## src/pkg/swbus_pkg.sv

```systemverilog
// constants and types for the single-wire bus transceiver control block
package swbus_pkg;

    // mode pair {high, low}
    typedef enum logic [1:0] {
        MODE_SLEEP = 2'h0,
        MODE_HIGH_SPEED = 2'h1,
        MODE_WAKEUP = 2'h2,
        MODE_NORMAL = 2'h3
    } mode_t;

    // gray along sleep -> standby -> active
    typedef enum logic [1:0] {
        ST_SLEEP = 2'h0,
        ST_STANDBY = 2'h1,
        ST_ACTIVE = 2'h3
    } power_state_t;

    // timing
    localparam int unsigned CLK_MHZ = 250;
    localparam int unsigned TX_TIMEOUT_MS = 17;
    localparam int unsigned STANDBY_TIMEOUT_MS = 250;
    localparam int unsigned WAKE_FILTER_US = 10;
    localparam int unsigned RX_BLANK_NS = 500;
    localparam int unsigned TX_TIMEOUT_CYC = TX_TIMEOUT_MS * CLK_MHZ * 1000;
    localparam int unsigned STANDBY_TIMEOUT_CYC = STANDBY_TIMEOUT_MS * CLK_MHZ * 1000;
    localparam int unsigned WAKE_FILTER_CYC = WAKE_FILTER_US * CLK_MHZ;
    localparam int unsigned RX_BLANK_CYC = (RX_BLANK_NS * CLK_MHZ + 999) / 1000;

    // register map (byte addresses)
    localparam logic [7:0] ADDR_CTRL = 8'h00;
    localparam logic [7:0] ADDR_STATUS = 8'h04;
    localparam logic [7:0] ADDR_EVENTS = 8'h08;

    // control fields
    localparam int CTRL_TIMEOUT_EN_BIT = 0;
    localparam int CTRL_BLANK_EN_BIT = 1;
    localparam logic [1:0] CTRL_RESET = 2'h3;

    // status fields
    localparam int STATUS_MODE_LSB = 0;
    localparam int STATUS_STATE_LSB = 2;
    localparam int STATUS_TIMEOUT_BIT = 4;
    localparam int STATUS_BLANK_BIT = 5;
    localparam int STATUS_LOAD_BIT = 6;

    // event fields, write one to clear
    localparam int EVT_WAKE_BIT = 0;
    localparam int EVT_TIMEOUT_BIT = 1;
    localparam logic [1:0] EVT_RESET = 2'h0;

endpackage

```

## src/design/swbus_ctrl.sv

```systemverilog
// control logic of the single-wire bus transceiver with an apb register slave
//
// The APB interface to the registers and the register offsets were left to the implementer.
`timescale 1ns/100ps
module swbus_ctrl #(
    parameter int unsigned TX_TIMEOUT_CYCLES = swbus_pkg::TX_TIMEOUT_CYC,
    parameter int unsigned STANDBY_CYCLES = swbus_pkg::STANDBY_TIMEOUT_CYC,
    parameter int unsigned WAKE_FILTER_CYCLES = swbus_pkg::WAKE_FILTER_CYC,
    parameter int unsigned BLANK_CYCLES = swbus_pkg::RX_BLANK_CYC
) (
    // clock and reset
    input wire logic pclk,
    input wire logic presetn,
    // apb slave
    input wire logic psel,
    input wire logic penable,
    input wire logic pwrite,
    input wire logic [7:0] paddr,
    input wire logic [31:0] pwdata,
    output logic [31:0] prdata,
    output logic pready,
    output logic pslverr,
    // host side pins, each input with a driven flag for the internal pulls
    input wire logic txd,
    input wire logic txd_driven,
    input wire logic mode_select_low,
    input wire logic mode_select_low_driven,
    input wire logic mode_select_high,
    input wire logic mode_select_high_driven,
    output logic rxd,
    output logic rxd_oe,
    // bus line sense from the analog receivers
    input wire logic bus_line_dominant,
    input wire logic bus_line_high_voltage,
    // bus line driver control
    output logic bus_line_drive,
    output logic high_voltage_wakeup,
    output logic slope_shaping_en,
    // supply and ground monitors
    input wire logic supply_low,
    input wire logic loss_of_ground,
    output logic load_switch_closed
);
    import swbus_pkg::*;

    typedef struct packed {
        logic [1:0] mode_meta;
        logic [1:0] mode_sync;
        power_state_t pstate;
        logic [31:0] sleep_tmr;
        logic [31:0] tout_cnt;
        logic tout;
        logic txd_prev;
        logic [15:0] blank_cnt;
        logic [1:0] ctrl;
        logic [1:0] events;
        logic rxd;
        logic rxd_oe;
        logic drive;
        logic hv;
        logic slope;
        logic load_closed;
        logic [31:0] prdata;
        logic pready;
        logic pslverr;
    } state_t;

    localparam state_t STATE_RESET = '{
        mode_meta: 2'h0,
        mode_sync: 2'h0,
        pstate: ST_SLEEP,
        sleep_tmr: 32'h0,
        tout_cnt: 32'h0,
        tout: 1'b0,
        txd_prev: 1'b1,
        blank_cnt: 16'h0,
        ctrl: CTRL_RESET,
        events: EVT_RESET,
        rxd: 1'b1,
        rxd_oe: 1'b0,
        drive: 1'b0,
        hv: 1'b0,
        slope: 1'b1,
        load_closed: 1'b1,
        prdata: 32'h0,
        pready: 1'b0,
        pslverr: 1'b0
    };

    function automatic mode_t decode_mode(input logic [1:0] pins);
        decode_mode = mode_t'(pins);
    endfunction

    function automatic logic addr_mapped(input logic [7:0] a);
        addr_mapped = (a == ADDR_CTRL) || (a == ADDR_STATUS) || (a == ADDR_EVENTS);
    endfunction

    state_t cur;
    state_t next_state;

    logic txd_eff;
    logic [1:0] mode_pins;
    mode_t mode;
    logic bus_dom;
    logic txd_rise;
    logic blanking;
    logic wr_access;
    logic setup;
    logic set_wake;
    logic set_tout;

    always_comb begin
        next_state = cur;
        // undriven txd reads high, undriven mode pins read low
        txd_eff = txd_driven ? txd : 1'b1;
        mode_pins[0] = mode_select_low_driven & mode_select_low;
        mode_pins[1] = mode_select_high_driven & mode_select_high;
        mode = decode_mode(cur.mode_sync);
        bus_dom = bus_line_dominant | bus_line_high_voltage;
        txd_rise = txd_eff & ~cur.txd_prev;
        blanking = cur.blank_cnt != 16'h0;
        set_wake = 1'b0;
        set_tout = 1'b0;

        // mode pins pass two flops before anything decodes them
        next_state.mode_meta = mode_pins;
        next_state.mode_sync = cur.mode_meta;
        next_state.txd_prev = txd_eff;

        // power state
        case (cur.pstate)
            ST_SLEEP: begin
                if (mode != MODE_SLEEP) begin
                    next_state.pstate = ST_ACTIVE;
                    next_state.sleep_tmr = 32'h0;
                end else if (bus_line_high_voltage) begin
                    // only the raised level counts; normal traffic is ignored
                    if (cur.sleep_tmr + 32'h1 >= WAKE_FILTER_CYCLES) begin
                        next_state.pstate = ST_STANDBY;
                        next_state.sleep_tmr = 32'h0;
                        set_wake = 1'b1;
                    end else begin
                        next_state.sleep_tmr = cur.sleep_tmr + 32'h1;
                    end
                end else begin
                    next_state.sleep_tmr = 32'h0;
                end
            end
            ST_STANDBY: begin
                if (mode != MODE_SLEEP) begin
                    next_state.pstate = ST_ACTIVE;
                    next_state.sleep_tmr = 32'h0;
                end else if (cur.sleep_tmr + 32'h1 >= STANDBY_CYCLES) begin
                    next_state.pstate = ST_SLEEP;
                    next_state.sleep_tmr = 32'h0;
                end else begin
                    next_state.sleep_tmr = cur.sleep_tmr + 32'h1;
                end
            end
            ST_ACTIVE: begin
                if (mode == MODE_SLEEP) begin
                    next_state.pstate = ST_SLEEP;
                end
            end
            default: begin
                next_state.pstate = ST_SLEEP;
                next_state.sleep_tmr = 32'h0;
            end
        endcase

        // stuck dominant timeout; cleared by the next txd rising edge
        if (txd_rise) begin
            next_state.tout = 1'b0;
            next_state.tout_cnt = 32'h0;
        end else if (cur.pstate == ST_ACTIVE && !txd_eff && !cur.tout
                     && cur.ctrl[CTRL_TIMEOUT_EN_BIT]) begin
            // same limit in normal, high-speed and wake-up modes
            if (cur.tout_cnt + 32'h1 >= TX_TIMEOUT_CYCLES) begin
                next_state.tout = 1'b1;
                set_tout = 1'b1;
            end else begin
                next_state.tout_cnt = cur.tout_cnt + 32'h1;
            end
        end else if (txd_eff) begin
            next_state.tout_cnt = 32'h0;
        end

        // bus driver; standby counts as asleep for transmit
        next_state.drive = (next_state.pstate == ST_ACTIVE)
                           && !txd_eff && !next_state.tout;
        next_state.hv = (mode == MODE_WAKEUP) && !supply_low;
        next_state.slope = (mode != MODE_HIGH_SPEED);

        // receive blanking after each txd rising edge
        if (txd_rise && cur.ctrl[CTRL_BLANK_EN_BIT]) begin
            next_state.blank_cnt = 16'(BLANK_CYCLES);
        end else if (blanking) begin
            next_state.blank_cnt = cur.blank_cnt - 16'h1;
        end

        // receive output
        case (next_state.pstate)
            ST_ACTIVE: begin
                next_state.rxd_oe = 1'b1;
                // ringing during blanking is hidden by holding the last level
                if (!blanking) begin
                    next_state.rxd = ~bus_dom;
                end
            end
            ST_STANDBY: begin
                // wake interrupt held low until the host acts or sleep returns
                next_state.rxd_oe = 1'b1;
                next_state.rxd = 1'b0;
            end
            default: begin
                next_state.rxd_oe = 1'b0;
                next_state.rxd = 1'b1;
            end
        endcase

        next_state.load_closed = ~loss_of_ground;

        // apb: no wait states, answer in the first access cycle
        setup = psel & ~penable;
        wr_access = psel & penable & pwrite & cur.pready;
        next_state.pready = setup;
        next_state.pslverr = setup & ~addr_mapped(paddr);
        next_state.prdata = 32'h0;
        if (setup && !pwrite) begin
            case (paddr)
                ADDR_CTRL: next_state.prdata[1:0] = cur.ctrl;
                ADDR_STATUS: begin
                    next_state.prdata[STATUS_MODE_LSB +: 2] = mode;
                    next_state.prdata[STATUS_STATE_LSB +: 2] = cur.pstate;
                    next_state.prdata[STATUS_TIMEOUT_BIT] = cur.tout;
                    next_state.prdata[STATUS_BLANK_BIT] = blanking;
                    next_state.prdata[STATUS_LOAD_BIT] = cur.load_closed;
                end
                ADDR_EVENTS: next_state.prdata[1:0] = cur.events;
                default: next_state.prdata = 32'h0;
            endcase
        end
        if (wr_access && paddr == ADDR_CTRL) begin
            next_state.ctrl = pwdata[1:0];
        end
        // set wins over a same-cycle clear
        if (wr_access && paddr == ADDR_EVENTS) begin
            next_state.events = cur.events & ~pwdata[1:0];
        end
        if (set_wake) begin
            next_state.events[EVT_WAKE_BIT] = 1'b1;
        end
        if (set_tout) begin
            next_state.events[EVT_TIMEOUT_BIT] = 1'b1;
        end
    end

    always_ff @(posedge pclk or negedge presetn) begin
        if (!presetn) begin
            cur <= STATE_RESET;
        end else begin
            cur <= next_state;
        end
    end

    assign prdata = cur.prdata;
    assign pready = cur.pready;
    assign pslverr = cur.pslverr;
    assign rxd = cur.rxd;
    assign rxd_oe = cur.rxd_oe;
    assign bus_line_drive = cur.drive;
    assign high_voltage_wakeup = cur.hv;
    assign slope_shaping_en = cur.slope;
    assign load_switch_closed = cur.load_closed;

endmodule // swbus_ctrl

```

## config.mk

```make
export PLATFORM = sky130hd
export DESIGN_NAME = swbus_ctrl
export DESIGN_NICKNAME = d
export VERILOG_FILES = /design/src/pkg/swbus_pkg.sv /design/src/design/swbus_ctrl.sv
export SDC_FILE = /design/constraint.sdc
export NUM_CORES = 1
export LEC_CHECK = 0
export BUFFER_PORTS_ARGS = -buffer_cell sky130_fd_sc_hd__buf_2
export CELL_PAD_IN_SITES_DETAIL_PLACEMENT = 1
export CELL_PAD_IN_SITES_GLOBAL_PLACEMENT = 2
export CORE_MARGIN = 5
export CORE_UTILIZATION = 32
export CTS_CLUSTER_SIZE = 25
export DETAILED_ROUTE_END_ITERATION = 8
export GPL_TIMING_DRIVEN = 0
export HOLD_SLACK_MARGIN = 0.02
export PLACE_DENSITY_LB_ADDON = 0.05
export SLEW_MARGIN = 20
export SYNTH_ARGS = -nofsm -noshare
export SYNTH_HDL_FRONTEND = slang
export SYNTH_SLANG_ARGS = --single-unit
```

## constraint.sdc

```tcl
create_clock -name pclk -period 3.16 [get_ports pclk]
set_input_delay 0.158 -clock pclk [delete_from_list [all_inputs] [get_ports pclk]]
set_output_delay 0.158 -clock pclk [all_outputs]
set_load 0.005 [all_outputs]
```

# Yosys cells after proc, flatten, opt, wreduce, memory -nomap -nowiden
# Index checks and enable logic that the tools add are counted.
# classes
addsub	3
magnitude_cmp	3
n_eq_ne	10
n_mux	35
bitwise	16
reduce_logical	27
# ops
op	count
$mux 32	6
$pmux 32 s3	1
$mux 34	2
$add 32x1->32 const B	2
$mux 33	1
$ge 32x12->1 const B	1
$ge 32x23->1 const B	1
$ge 32x26->1 const B	1
$mux 16	2
$reduce_bool 16->1	1
$sub 16x1->16 const B	1
$mux 1	13
$pmux 2 s3	2
$logic_and 1x1->1	10
$mux 2	5
$and 1x1->1	8
$eq 8x3->1 const B	1
$eq 8x4->1 const B	1
$logic_not 8->1	1
$reduce_bool 2->1	4
$mux 7	1
$eq 2x2->1 const B	3
$logic_not 1->1	5
$mux 5	1
13 further kinds	20
# totals
regBits	132
output_inout_bits	40
elab_cells	114

# Depth between registers and ports, before layout
# Gate-level depths: netlist of the first run.
# depth
word_depth	9
ltp_mapped	14

# Least setup slack after synthesis of the first run
# OpenSTA, ideal clock, no wires.
# synth_timing
path_kind	reg-to-reg
start	reg cur[94] (netlist bit)
end	reg cur[95] (netlist bit)
arrival_time_ns	2.956
setup_slack_ns	0.083
path_stages_with_launch	13
path_cell_list	dfrtp_1 > ha_1 > buf_4 > nand3_1 > nor3_1 > nand4_1 > a21boi_0 > or4_1 > nor4_4 > nor4b_4 > or2_1 > buf_2 > a22o_1
# synth_between
elab_chain_cells	6
word_cells_on_any_way	9
cone_classes	1 x add/sub; 2 x order compare; 6 x mux
# synth_lines
item	line	rtl
start: declaration	swbus_ctrl.sv:98	state_t cur;
start signal: assignment	swbus_ctrl.sv:262	cur <= next_state;
$add 32x1->32 (*)	-	
$ge 32x12->1	swbus_ctrl.sv:138	if (cur.sleep_tmr + 32'h1 >= WAKE_FILTER_CYCLES) begin
$mux 32	swbus_ctrl.sv:138	
$mux 32	swbus_ctrl.sv:136	end else if (bus_line_high_voltage) begin
$mux 34	swbus_ctrl.sv:133	if (mode != MODE_SLEEP) begin
$pmux 32 s3 (*)	swbus_ctrl.sv:131	case (cur.pstate)
# Mark *: on every way between the ends. The rest lies on a longest branch, timed or not.
# A chain may end at the register's enable or synchronous reset.

# Final worst setup path of the first run
# layout_timing
start	reg cur[63] (netlist bit)
end	reg cur[79] (netlist bit)
# layout_between
elab_chain_cells	4
word_cells_on_any_way	7
cone_classes	1 x add/sub; 1 x order compare; 1 x eq/ne; 3 x mux; 1 x reduce/logical
# layout_lines
item	line	rtl
$add 32x1->32 (*)	swbus_ctrl.sv:178, swbus_ctrl.sv:182	
$ge 32x23->1 / $mux 32 (equally long branches)	swbus_ctrl.sv:178	if (cur.tout_cnt + 32'h1 >= TX_TIMEOUT_CYCLES) begin
$ne 3x3->1 (no line) / $mux 32 (equally long branches)	-	
$reduce_and 2->1 (no line) / $mux 33 (equally long branches)	-	
# Mark *: on every way between the ends. The rest lies on a longest branch, timed or not. The select of a mux whose other input is x is not followed.

==> results of run 1 <==
==> sequential cells by signal, summed over array words and instances (netlist names) <==
name / cells
cur: 90
bus_line_drive: 1
rxd_oe: 1
high_voltage_wakeup: 1
prdata: 7
pready: 1
slope_shaping_en: 1
load_switch_closed: 1
rxd: 1
mode: 2
pslverr: 1
==> synthesized netlist by cell type, drive strengths merged (13+ instances only) <==
master  instances
buf            50
nand2          72
o21ai          47
and2           23
inv            16
clkbuf         30
a21o           18
xnor2          13
xor2           15
and3           30
nor2           57
nor4           20
nand4          18
a21oi          26
or3            23
nor3           28
nand3          38
dfrtp         101
==> cells by family after synthesis <==
logic type	synth area share (%)
mux	1.99
buf+inv	7.63
compound gates	16.9
other cells	0.0542
xor+xnor	3.54
simple gates	30.2
flops	38.8
fa+ha+maj	0.904
==> where the power goes <==
part	switching, W	internal [W]	leakage, nW
clock	0.000550	0.000536	0.125
sequential	0.000103	0.00149	1.40
combinational	0.000297	0.000251	2.49
==> area by class of cell <==
type | instances | area (um^2) | area share (%)
Multi-Input combinational cell | 614 | 4240 | 47.2
Sequential cell | 107 | 2700 | 30.1
Timing Repair Buffer | 104 | 830 | 9.24
Buffer | 71 | 528 | 5.88
Tap cell | 275 | 344 | 3.83
Clock buffer | 10 | 229 | 2.55
Inverter | 17 | 63.8 | 0.711
Clock inverter | 5 | 41.3 | 0.460
==> worst min path at each step <==
stage,startpoint,endpoint,slack [ps],cells past startpoint
2_1_floorplan,presetn,bus_line_drive,-140,0
3_3_place_gp,loss_of_ground,load_switch_closed,270,2
3_5_place_dp,presetn,cur[68],90,1
4_1_cts,pwdata[0],cur[42],30,2
5_1_grt,pwdata[0],cur[42],50,2
6_report,pwdata[0],cur[42],50,2
==> per-layer routing <==
| metal | vias to the layer above | wire, um | track usage, % |
|---|---|---|---|
| met5 | - | 0 | 0 |
| met3 | 23 | 437 | 2.14 |
| met2 | 78 | 11100 | 30.4 |
| met4 | 0 | 335 | 4.47 |
| li1 | 3083 | - | - |
| met1 | 3231 | 9720 | 22.4 |
==> per-stage QoR <==
| step | hold slack (ps) | setup slack (ps) | total power, W | TNS (ps) |
|---|---|---|---|---|
| after floorplan | -138 | 82.6 | 0.00190 | 0 |
| after global placement | 269 | -893 | 0.00205 | -37010 |
| after detailed placement | 91.7 | -868 | 0.00209 | -35710 |
| after CTS | 33.3 | 1.88 | 0.00325 | 0 |
| after global routing | 45.9 | -164 | 0.00341 | -4290 |
| final | 50.7 | -34.7 | 0.00323 | -156 |
==> timing repair <==
action,4_1_cts,5_1_grt
pin swaps,10,33
gates resized for setup,71,101
hold buffers,7,0
endpoints found under the setup margin,64,55
hold endpoints to repair,38,0
cloned,0,5
buffers inserted,29,29
==> results.yml, run 1 <==
status:
  run_status: "finished, violations left"
  violations: "setup timing"
worst_setup_path:
  timing.critical_path.slowest_stage_cell: "dfrtp_2"
  worstPathCellList: "ha_4, and3_4, nand2b_4, or3_4, buf_8, nor4_4, mux2i_1, a22o_1, nand4_4, nor3_4, buf_12, nor2_4, clkbuf_16, a211o_1"
  worstPathArrival_ps: 3440
  critical_path.n_buffers_inverters: 3
  critPathRequiredTime_ps: 3410
  critical_path.endpoint: "cur[79]"
  cpLargestDelayFamily: "simple AND/OR/NAND/NOR gates"
  critical_path.max_stage_delay_ps: 420
  timing.critical_path.from: "cur[63]"
  path_depth: 14
  worst-path-max-fanout: 7
  critPathCaptureType: "register"
  timing.reg2reg.worst_path_depth: 14
  reg2reg_setup_slack_ps: -30
  r2r-end: "cur[79]"
  rr_startpoint: "cur[63]"
  timing.setup.critical_path_class: "register to register"
  critical_path.startpoint_type: "register"
route:
  final_antenna_net_count: 0
  via_per_inst: 5.33
  remaining_drc_errors: 0
  vias: 6415
  totalWireLength_mm: 21.6
  wl_per_cell_um: 18.0
  detail_route.iter0.violations: 232
  drt-pass1-iter-count: 5
min_path:
  worstHoldPathType: "primary input to register"
layout:
  finalCoreUtilization_pct: 42.5
  antenna_cells: 0
  finalInstanceArea_um2: 8980
  stdcell_count: 1203
  layout-area-overhead-vs-synth_pct: 29.8
  drive_gt1_share_pct: 30.6
  nets_finish: 984
  fillerInstances: 2456
  commonest_cells_after_routing_fill_and_taps_aside: "dfrtp_1, buf_4, nand2_1"
  layout_commonest_cell: "dfrtp_1"
yosys:
  netlist-cell-type-count: 78
  yosysTopAreaCellShare_pct: 36.5
  synth.yosys.warnings: 0
  post_synth_inst_count: 793
  synthTopCellsByArea: "dfrtp_1, buf_4, nand2_1"
  number_of_enable_type_register_cells_in_the_synthesized_netlist: 0
  seq_cells_post_synth: 107
  synth.avg_cell_area_um2: 8.73
  syn-cell-area_um2: 6920
  synth_largest_area_cell: "dfrtp_1"
  synth-async-reset-ratio_pct: 100
  yosys_most_used_dff: "dfrtp_1"
  synth_seq_area_share_pct: 38.8
placed_design:
  place.port_buffers: 38
  numPlacedInstances: 1131
  dp_hpwl_mm: 14.8
  placed_cell_area_um2: 7580
  routability_congestion_estimate: 0.814
die:
  boundaryPins: 95
  floorplan.die.width_um: 157
  num_rows: 53
  core_um2: 21200
  initial_core_utilization_pct: 32.7
  design.die.area_um2: 24700
  dieHeight_um: 157
sta:
  grt_setup_unrepaired: "true"
  timing_max_transition_violations_final: 0
  fin_crit_ps: 3190
  finalCritPeriodShare_pct: 101
  post-route-worst-setup-slack_ps: -34.7
  clock-skew-final_ps: 8.90
  worst_slew_margin_rel_pct: 34.4
  finalSetupViolations: 11
  max_slew.worst_pin.slew_ps: 975
  final-hold-violation-count: 0
  max_clock_freq_mhz: 313
clocking:
  cts_root_buf: "clkbuf_16"
  tritoncts: "built"
  clock_insertion_delay_worst_skew_ps: 360
  cts_max_level: 3
  clkTransAtPathRegs_ps: 80
  cts_num_sinks: 107
  cts_inserted_buffers: 9
  cts_max_path_buffers: 2
global_routing:
  maximum_number_of_pins_on_one_net_before_global_route_repair: 74
  groute.usage.overall_pct: 17.2
  first_global_vias: 6527
  wire_length_of_the_first_global_routing_pass_mm: 34.4
  grt_antenna_before_repair: 0
  gr-total-overflow: 0
power_and_ir_drop:
  vdd_drop_max_v: 0.000222
  powerDensity_nw_per_um2: 360
  cell_leakage_power_nw: 4.02
job:
  drv.max_cap_violation_count: 0
Power figures use the tool's default switching activity.
==> run 2: changes to the inputs <==
Settings changed: CAP_MARGIN set to 20, MAX_ROUTING_LAYER set to met4.
==> run 2 against run 1 <==
Compared with the run above: the flow still finishes with violations (setup timing); highest routed layer unchanged; largest cell class unchanged; critical path type unchanged; global-route usage rose by 0.52 points; largest power group unchanged; clock power hardly changed; setup slack better by 11 ps.
==> results.yml, run 2 (synthesis gave the netlist of run 1 again) <==
clocking:
  clkTransAtPathRegs_ps: 80
  clock_insertion_delay_worst_skew_ps: 360
  cts_max_path_buffers: 2
  tritoncts: "built"
  cts_num_sinks: 107
  cts_max_level: 3
  cts_inserted_buffers: 9
  cts_root_buf: "clkbuf_16"
power_and_ir_drop:
  vdd_drop_max_v: 0.000221
  seq_power_share_pct: 49.4
  powerDensity_nw_per_um2: 359
  switching_share_pct: 29.4
  final_power_w: 0.00323
  pwr-share-comb_pct: 16.9
  intPower_w: 0.00228
  cell_leakage_power_nw: 4.03
  p_clk_share_pct: 33.6
  net-switching-power_w: 0.000947
sta:
  max_slew.worst_pin.slew_ps: 967
  clock-skew-final_ps: 8.97
  fin_crit_ps: 3180
  finalCritPeriodShare_pct: 101
  timing_max_transition_violations_final: 0
  finalSetupViolations: 9
  max_clock_freq_mhz: 314
  final-hold-violation-count: 0
  post-route-worst-setup-slack_ps: -23.3
  worst_slew_margin_rel_pct: 34.9
  grt_setup_unrepaired: "true"
die:
  boundaryPins: 95
  floorplan.die.width_um: 157
  core_um2: 21200
  initial_core_utilization_pct: 32.7
  dieHeight_um: 157
  design.die.area_um2: 24700
  num_rows: 53
worst_setup_path:
  worst-path-max-fanout: 7
  worstPathCellList: "ha_4, and3_4, nand2b_4, or3_4, buf_8, nor4_4, mux2i_1, a22o_1, nand4_4, nor3_4, buf_12, nor2_4, clkbuf_16, a211o_1"
  critical_path.max_stage_delay_ps: 420
  timing.critical_path.from: "cur[63]"
  timing.critical_path.slowest_stage_cell: "dfrtp_2"
  critPathCaptureType: "register"
  worstPathArrival_ps: 3430
  critical_path.startpoint_type: "register"
  critPathRequiredTime_ps: 3410
  timing.setup.critical_path_class: "register to register"
  rr_startpoint: "cur[63]"
  reg2reg_setup_slack_ps: -20
layout:
  multi_input_comb_area_um2: 4220
  layout_commonest_cell: "buf_4"
  finalInstanceArea_um2: 8980
  layout-area-overhead-vs-synth_pct: 29.7
  top_register: "cur"
  commonest_cells_after_routing_fill_and_taps_aside: "buf_4, dfrtp_1, nand2_1"
  fillerInstances: 2463
  drive_gt1_share_pct: 30.4
  largest_reg_flops: 90
  stdcell_count: 1206
  nets_finish: 987
  area.sequential_um2: 2710
  finalCoreUtilization_pct: 42.4
  antenna_cells: 0
route:
  wl_per_cell_um: 17.9
  via_per_inst: 5.32
  drt-pass1-iter-count: 4
  remaining_drc_errors: 0
  vias: 6420
  final_antenna_net_count: 0
  totalWireLength_mm: 21.6
  detail_route.iter0.violations: 290
placed_design:
  placed_cell_area_um2: 7580
  routability_congestion_estimate: 0.826
  dp_hpwl_mm: 14.8
  place.port_buffers: 38
  numPlacedInstances: 1131
global_routing:
  wire_length_of_the_first_global_routing_pass_mm: 34.4
  maximum_number_of_pins_on_one_net_before_global_route_repair: 74
  groute.usage.overall_pct: 17.7
  gr-total-overflow: 0
  grt_antenna_before_repair: 0
  first_global_vias: 6532
min_path:
  min_from: "pwdata[0]"
  worstHoldPathType: "primary input to register"
job:
  drv.max_cap_violation_count: 0
status:
  run_status: "finished, violations left"
  violations: "setup timing"
## run 2: cell types whose count changed in the layout (fill, tap and decap cells not counted), sizes merged
cell | previous run | this run
clkbuf | 31 | 32
buf | 147 | 149
## run 2: worst max-delay path: cells and delay by family, from the launching register on
family | cells | cell delay (ps)
compound gates | 2 | 480
fa+ha+maj | 1 | 150
buf+inv | 3 | 490
flops | 1 | 420
mux | 1 | 230
simple gates | 7 | 1300
## run 2: final cells by class
| type | instances | area share, % |
|---|---|---|
| clock inverters | 5 | 0.460 |
| well taps | 275 | 3.83 |
| inverters | 17 | 0.711 |
| clock buffers | 10 | 2.55 |
| multi-input cells | 614 | 47.0 |
| flip-flops and latches | 107 | 30.1 |
| repair buffers | 107 | 9.36 |
| plain buffers | 71 | 5.91 |
## run 2: power by group through the flow
stage          logic, W  registers (W)  clock network (W)
3_5_place_dp   0.000462        0.00163                  0
6_report       0.000547        0.00159            0.00109
3_3_place_gp   0.000432        0.00161                  0
2_1_floorplan  0.000307        0.00160                  0
4_1_cts        0.000512        0.00159            0.00114
5_1_grt        0.000611        0.00161            0.00118
## run 2: layer usage
metal,global-route usage (%),share of wire (%),vias up
met5,-,0,-
li1,-,-,3084
met2,30.4,52,92
met3,2.09,2.5,24
met1,22.4,44,3220
met4,4.47,1.4,0
## run 2: path summary, 6_finish.rpt
kind                       cells after the start       to
max in group asynchronous                      3  cur[60]
min in group asynchronous                      2  cur[68]
min                                            2  cur[42]
max                                           14  cur[79]
max reg2reg                                   14  cur[79]
min reg2reg                                    0  mode[1]
## run 2: through the flow
step           setup WS (ps)  TNS [ps]  hold WS [ps]
2_1_floorplan           82.6         0          -138
3_3_place_gp            -893    -37010           269
3_5_place_dp            -868    -35710          91.7
4_1_cts                 1.88         0          33.3
5_1_grt                 -158     -3510          45.9
6_report               -23.3     -83.4          52.0
## run 2: what timing repair did
action                                  in CTS  in global routing
hold buffers                                 7                  0
gates resized for setup                     71                 93
setup buffers                               29                 32
cloned                                       0                  5
hold endpoints to repair                    38                  0
endpoints found under the setup margin      64                 55
pin swaps                                   10                 27
==> run 3: changes to the inputs <==
Settings changed: CORE_MARGIN 5 to unset.
==> run 3 against run 2 <==
Compared with the run above: the flow now finishes without violations; first-iteration DRC count fell by 18%; sequential power hardly changed; via count decreased by 1.8%; setup slack improved by 98 ps; sequential share of layout area increased by 0.31 points; global-route usage is 1.9 points higher; largest cell class unchanged.
==> results.yml, run 3 (synthesis gave the netlist of run 1 again) <==
worst_setup_path:
  worstPathCellList: "ha_4, and3_4, nand2b_4, or3_4, buf_6, nor4_4, mux2i_1, a22o_1, nand4_4, nor3_4, buf_12, nor2_4, clkbuf_16, mux2_4"
  critical_path.startpoint_type: "register"
  worstPathArrival_ps: 3320
  timing.setup.critical_path_class: "register to register"
  cpLargestDelayFamily: "simple AND/OR/NAND/NOR gates"
  critPathRequiredTime_ps: 3400
  timing.critical_path.slowest_stage_cell: "dfrtp_2"
  critical_path.max_stage_delay_ps: 420
  critPathCaptureType: "register"
  critical_path.n_buffers_inverters: 3
  worst-path-max-fanout: 8
global_routing:
  groute.usage.overall_pct: 19.7
  grt_antenna_before_repair: 0
  maximum_number_of_pins_on_one_net_before_global_route_repair: 58
  wire_length_of_the_first_global_routing_pass_mm: 33.5
  gr-total-overflow: 0
  first_global_vias: 6325
layout:
  finalInstanceArea_um2: 8880
  top_register: "cur"
  commonest_cells_after_routing_fill_and_taps_aside: "dfrtp_1, buf_4, nand2_1"
  layout_commonest_cell: "dfrtp_1"
  drive_gt1_share_pct: 29.2
  antenna_cells: 0
  nets_finish: 976
  fillerInstances: 2480
  largest_reg_flops: 90
  layout-area-overhead-vs-synth_pct: 28.3
clocking:
  cts_max_level: 3
  tritoncts: "built"
  clkTransAtPathRegs_ps: 80
  cts_root_buf: "clkbuf_16"
  cts_inserted_buffers: 9
  cts_max_path_buffers: 2
  clock_insertion_delay_worst_skew_ps: 360
  cts_num_sinks: 107
placed_design:
  dp_hpwl_mm: 14.3
  routability_congestion_estimate: 0.869
  place.port_buffers: 38
  placed_cell_area_um2: 7580
status:
  run_status: "completed"
die:
  design.die.area_um2: 22200
  num_rows: 53
  dieHeight_um: 149
  boundaryPins: 95
  initial_core_utilization_pct: 32.8
  core_um2: 21100
  floorplan.die.width_um: 149
route:
  via_per_inst: 5.27
  final_antenna_net_count: 0
  totalWireLength_mm: 20.8
  detail_route.iter0.violations: 238
  vias: 6304
  wl_per_cell_um: 17.4
  drt-pass1-iter-count: 4
  remaining_drc_errors: 0
sta:
  timing_max_transition_violations_final: 0
  grt_setup_unrepaired: "true"
  worst_slew_margin_rel_pct: 34.5
  max_clock_freq_mhz: 324
  max_slew.worst_pin.slew_ps: 973
  finalHoldWorstSlack_ps: 41.4
  clock-skew-final_ps: 9.07
  finalCritPeriodShare_pct: 97.6
  fin_crit_ps: 3090
  final-hold-violation-count: 0
  finalSetupViolations: 0
min_path:
  worstHoldPathType: "primary input to register"
power_and_ir_drop:
  final_power_w: 0.00328
  powerDensity_nw_per_um2: 370
  cell_leakage_power_nw: 4.00
  vdd_drop_max_v: 0.000241
job:
  drv.max_cap_violation_count: 0
-- run 3: final timing paths --
kind | from | to | slack (ps) | depth (start not counted)
worst max-delay path | cur[63] | cur[62] | 70 | 14
worst min-delay path | mode_select_low_driven | cur[130] | 40 | 2
worst max register to register | cur[63] | cur[62] | 70 | 14
worst min register to register | cur[130] | mode[0] | 360 | 0
max in group asynchronous | presetn | load_switch_closed | 2120 | 3
min in group asynchronous | presetn | cur[67] | 310 | 2
-- run 3: per-stage QoR --
step	util [%]	cells	setup WS, ps	TNS, ps
4_1_cts	40.3	1183	-17.5	-48.7
2_1_floorplan	-	817	82.6	0
5_1_grt	42.1	1196	-70.9	-553
3_3_place_gp	35.8	1130	-866	-35590
6_report	42.1	1196	74.4	0
3_5_place_dp	35.9	1131	-904	-37140
-- run 3: what timing repair did --
item / CTS / global route
gates cloned: 0 / 2
endpoints found under the setup margin: 63 / 58
hold endpoints to repair: 54 / 0
buffers inserted: 36 / 17
hold buffers: 6 / 0
pin swaps: 19 / 23
gates resized for setup: 78 / 67
-- run 3: metal layers --
layer	vias to the layer above	part of all wire, %	GRT usage [%]
met5	-	0	-
met4	0	1.4	3.93
met3	18	2.1	2.97
met2	69	51	33.5
met1	3158	46	24.6
li1	3059	-	-
-- run 3: layout make-up --
class | count | area (um^2) | area share [%]
Buffer | 71 | 527 | 5.93
Multi-Input combinational cell | 613 | 4200 | 47.3
Timing Repair Buffer | 97 | 743 | 8.37
Clock inverter | 7 | 76.3 | 0.860
Sequential cell | 107 | 2700 | 30.4
Clock buffer | 9 | 225 | 2.54
Tap cell | 275 | 344 | 3.88
Inverter | 17 | 63.8 | 0.719
-- run 3: report_power, final --
part / leakage, nW / internal (W) / switching, W / total (W)
Combinational: 2.45 / 0.000240 / 0.000294 / 0.000534
Sequential: 1.41 / 0.00149 / 0.0000973 / 0.00159
Clock: 0.148 / 0.000622 / 0.000539 / 0.00116
Total: 4.00 / 0.00235 / 0.000930 / 0.00328
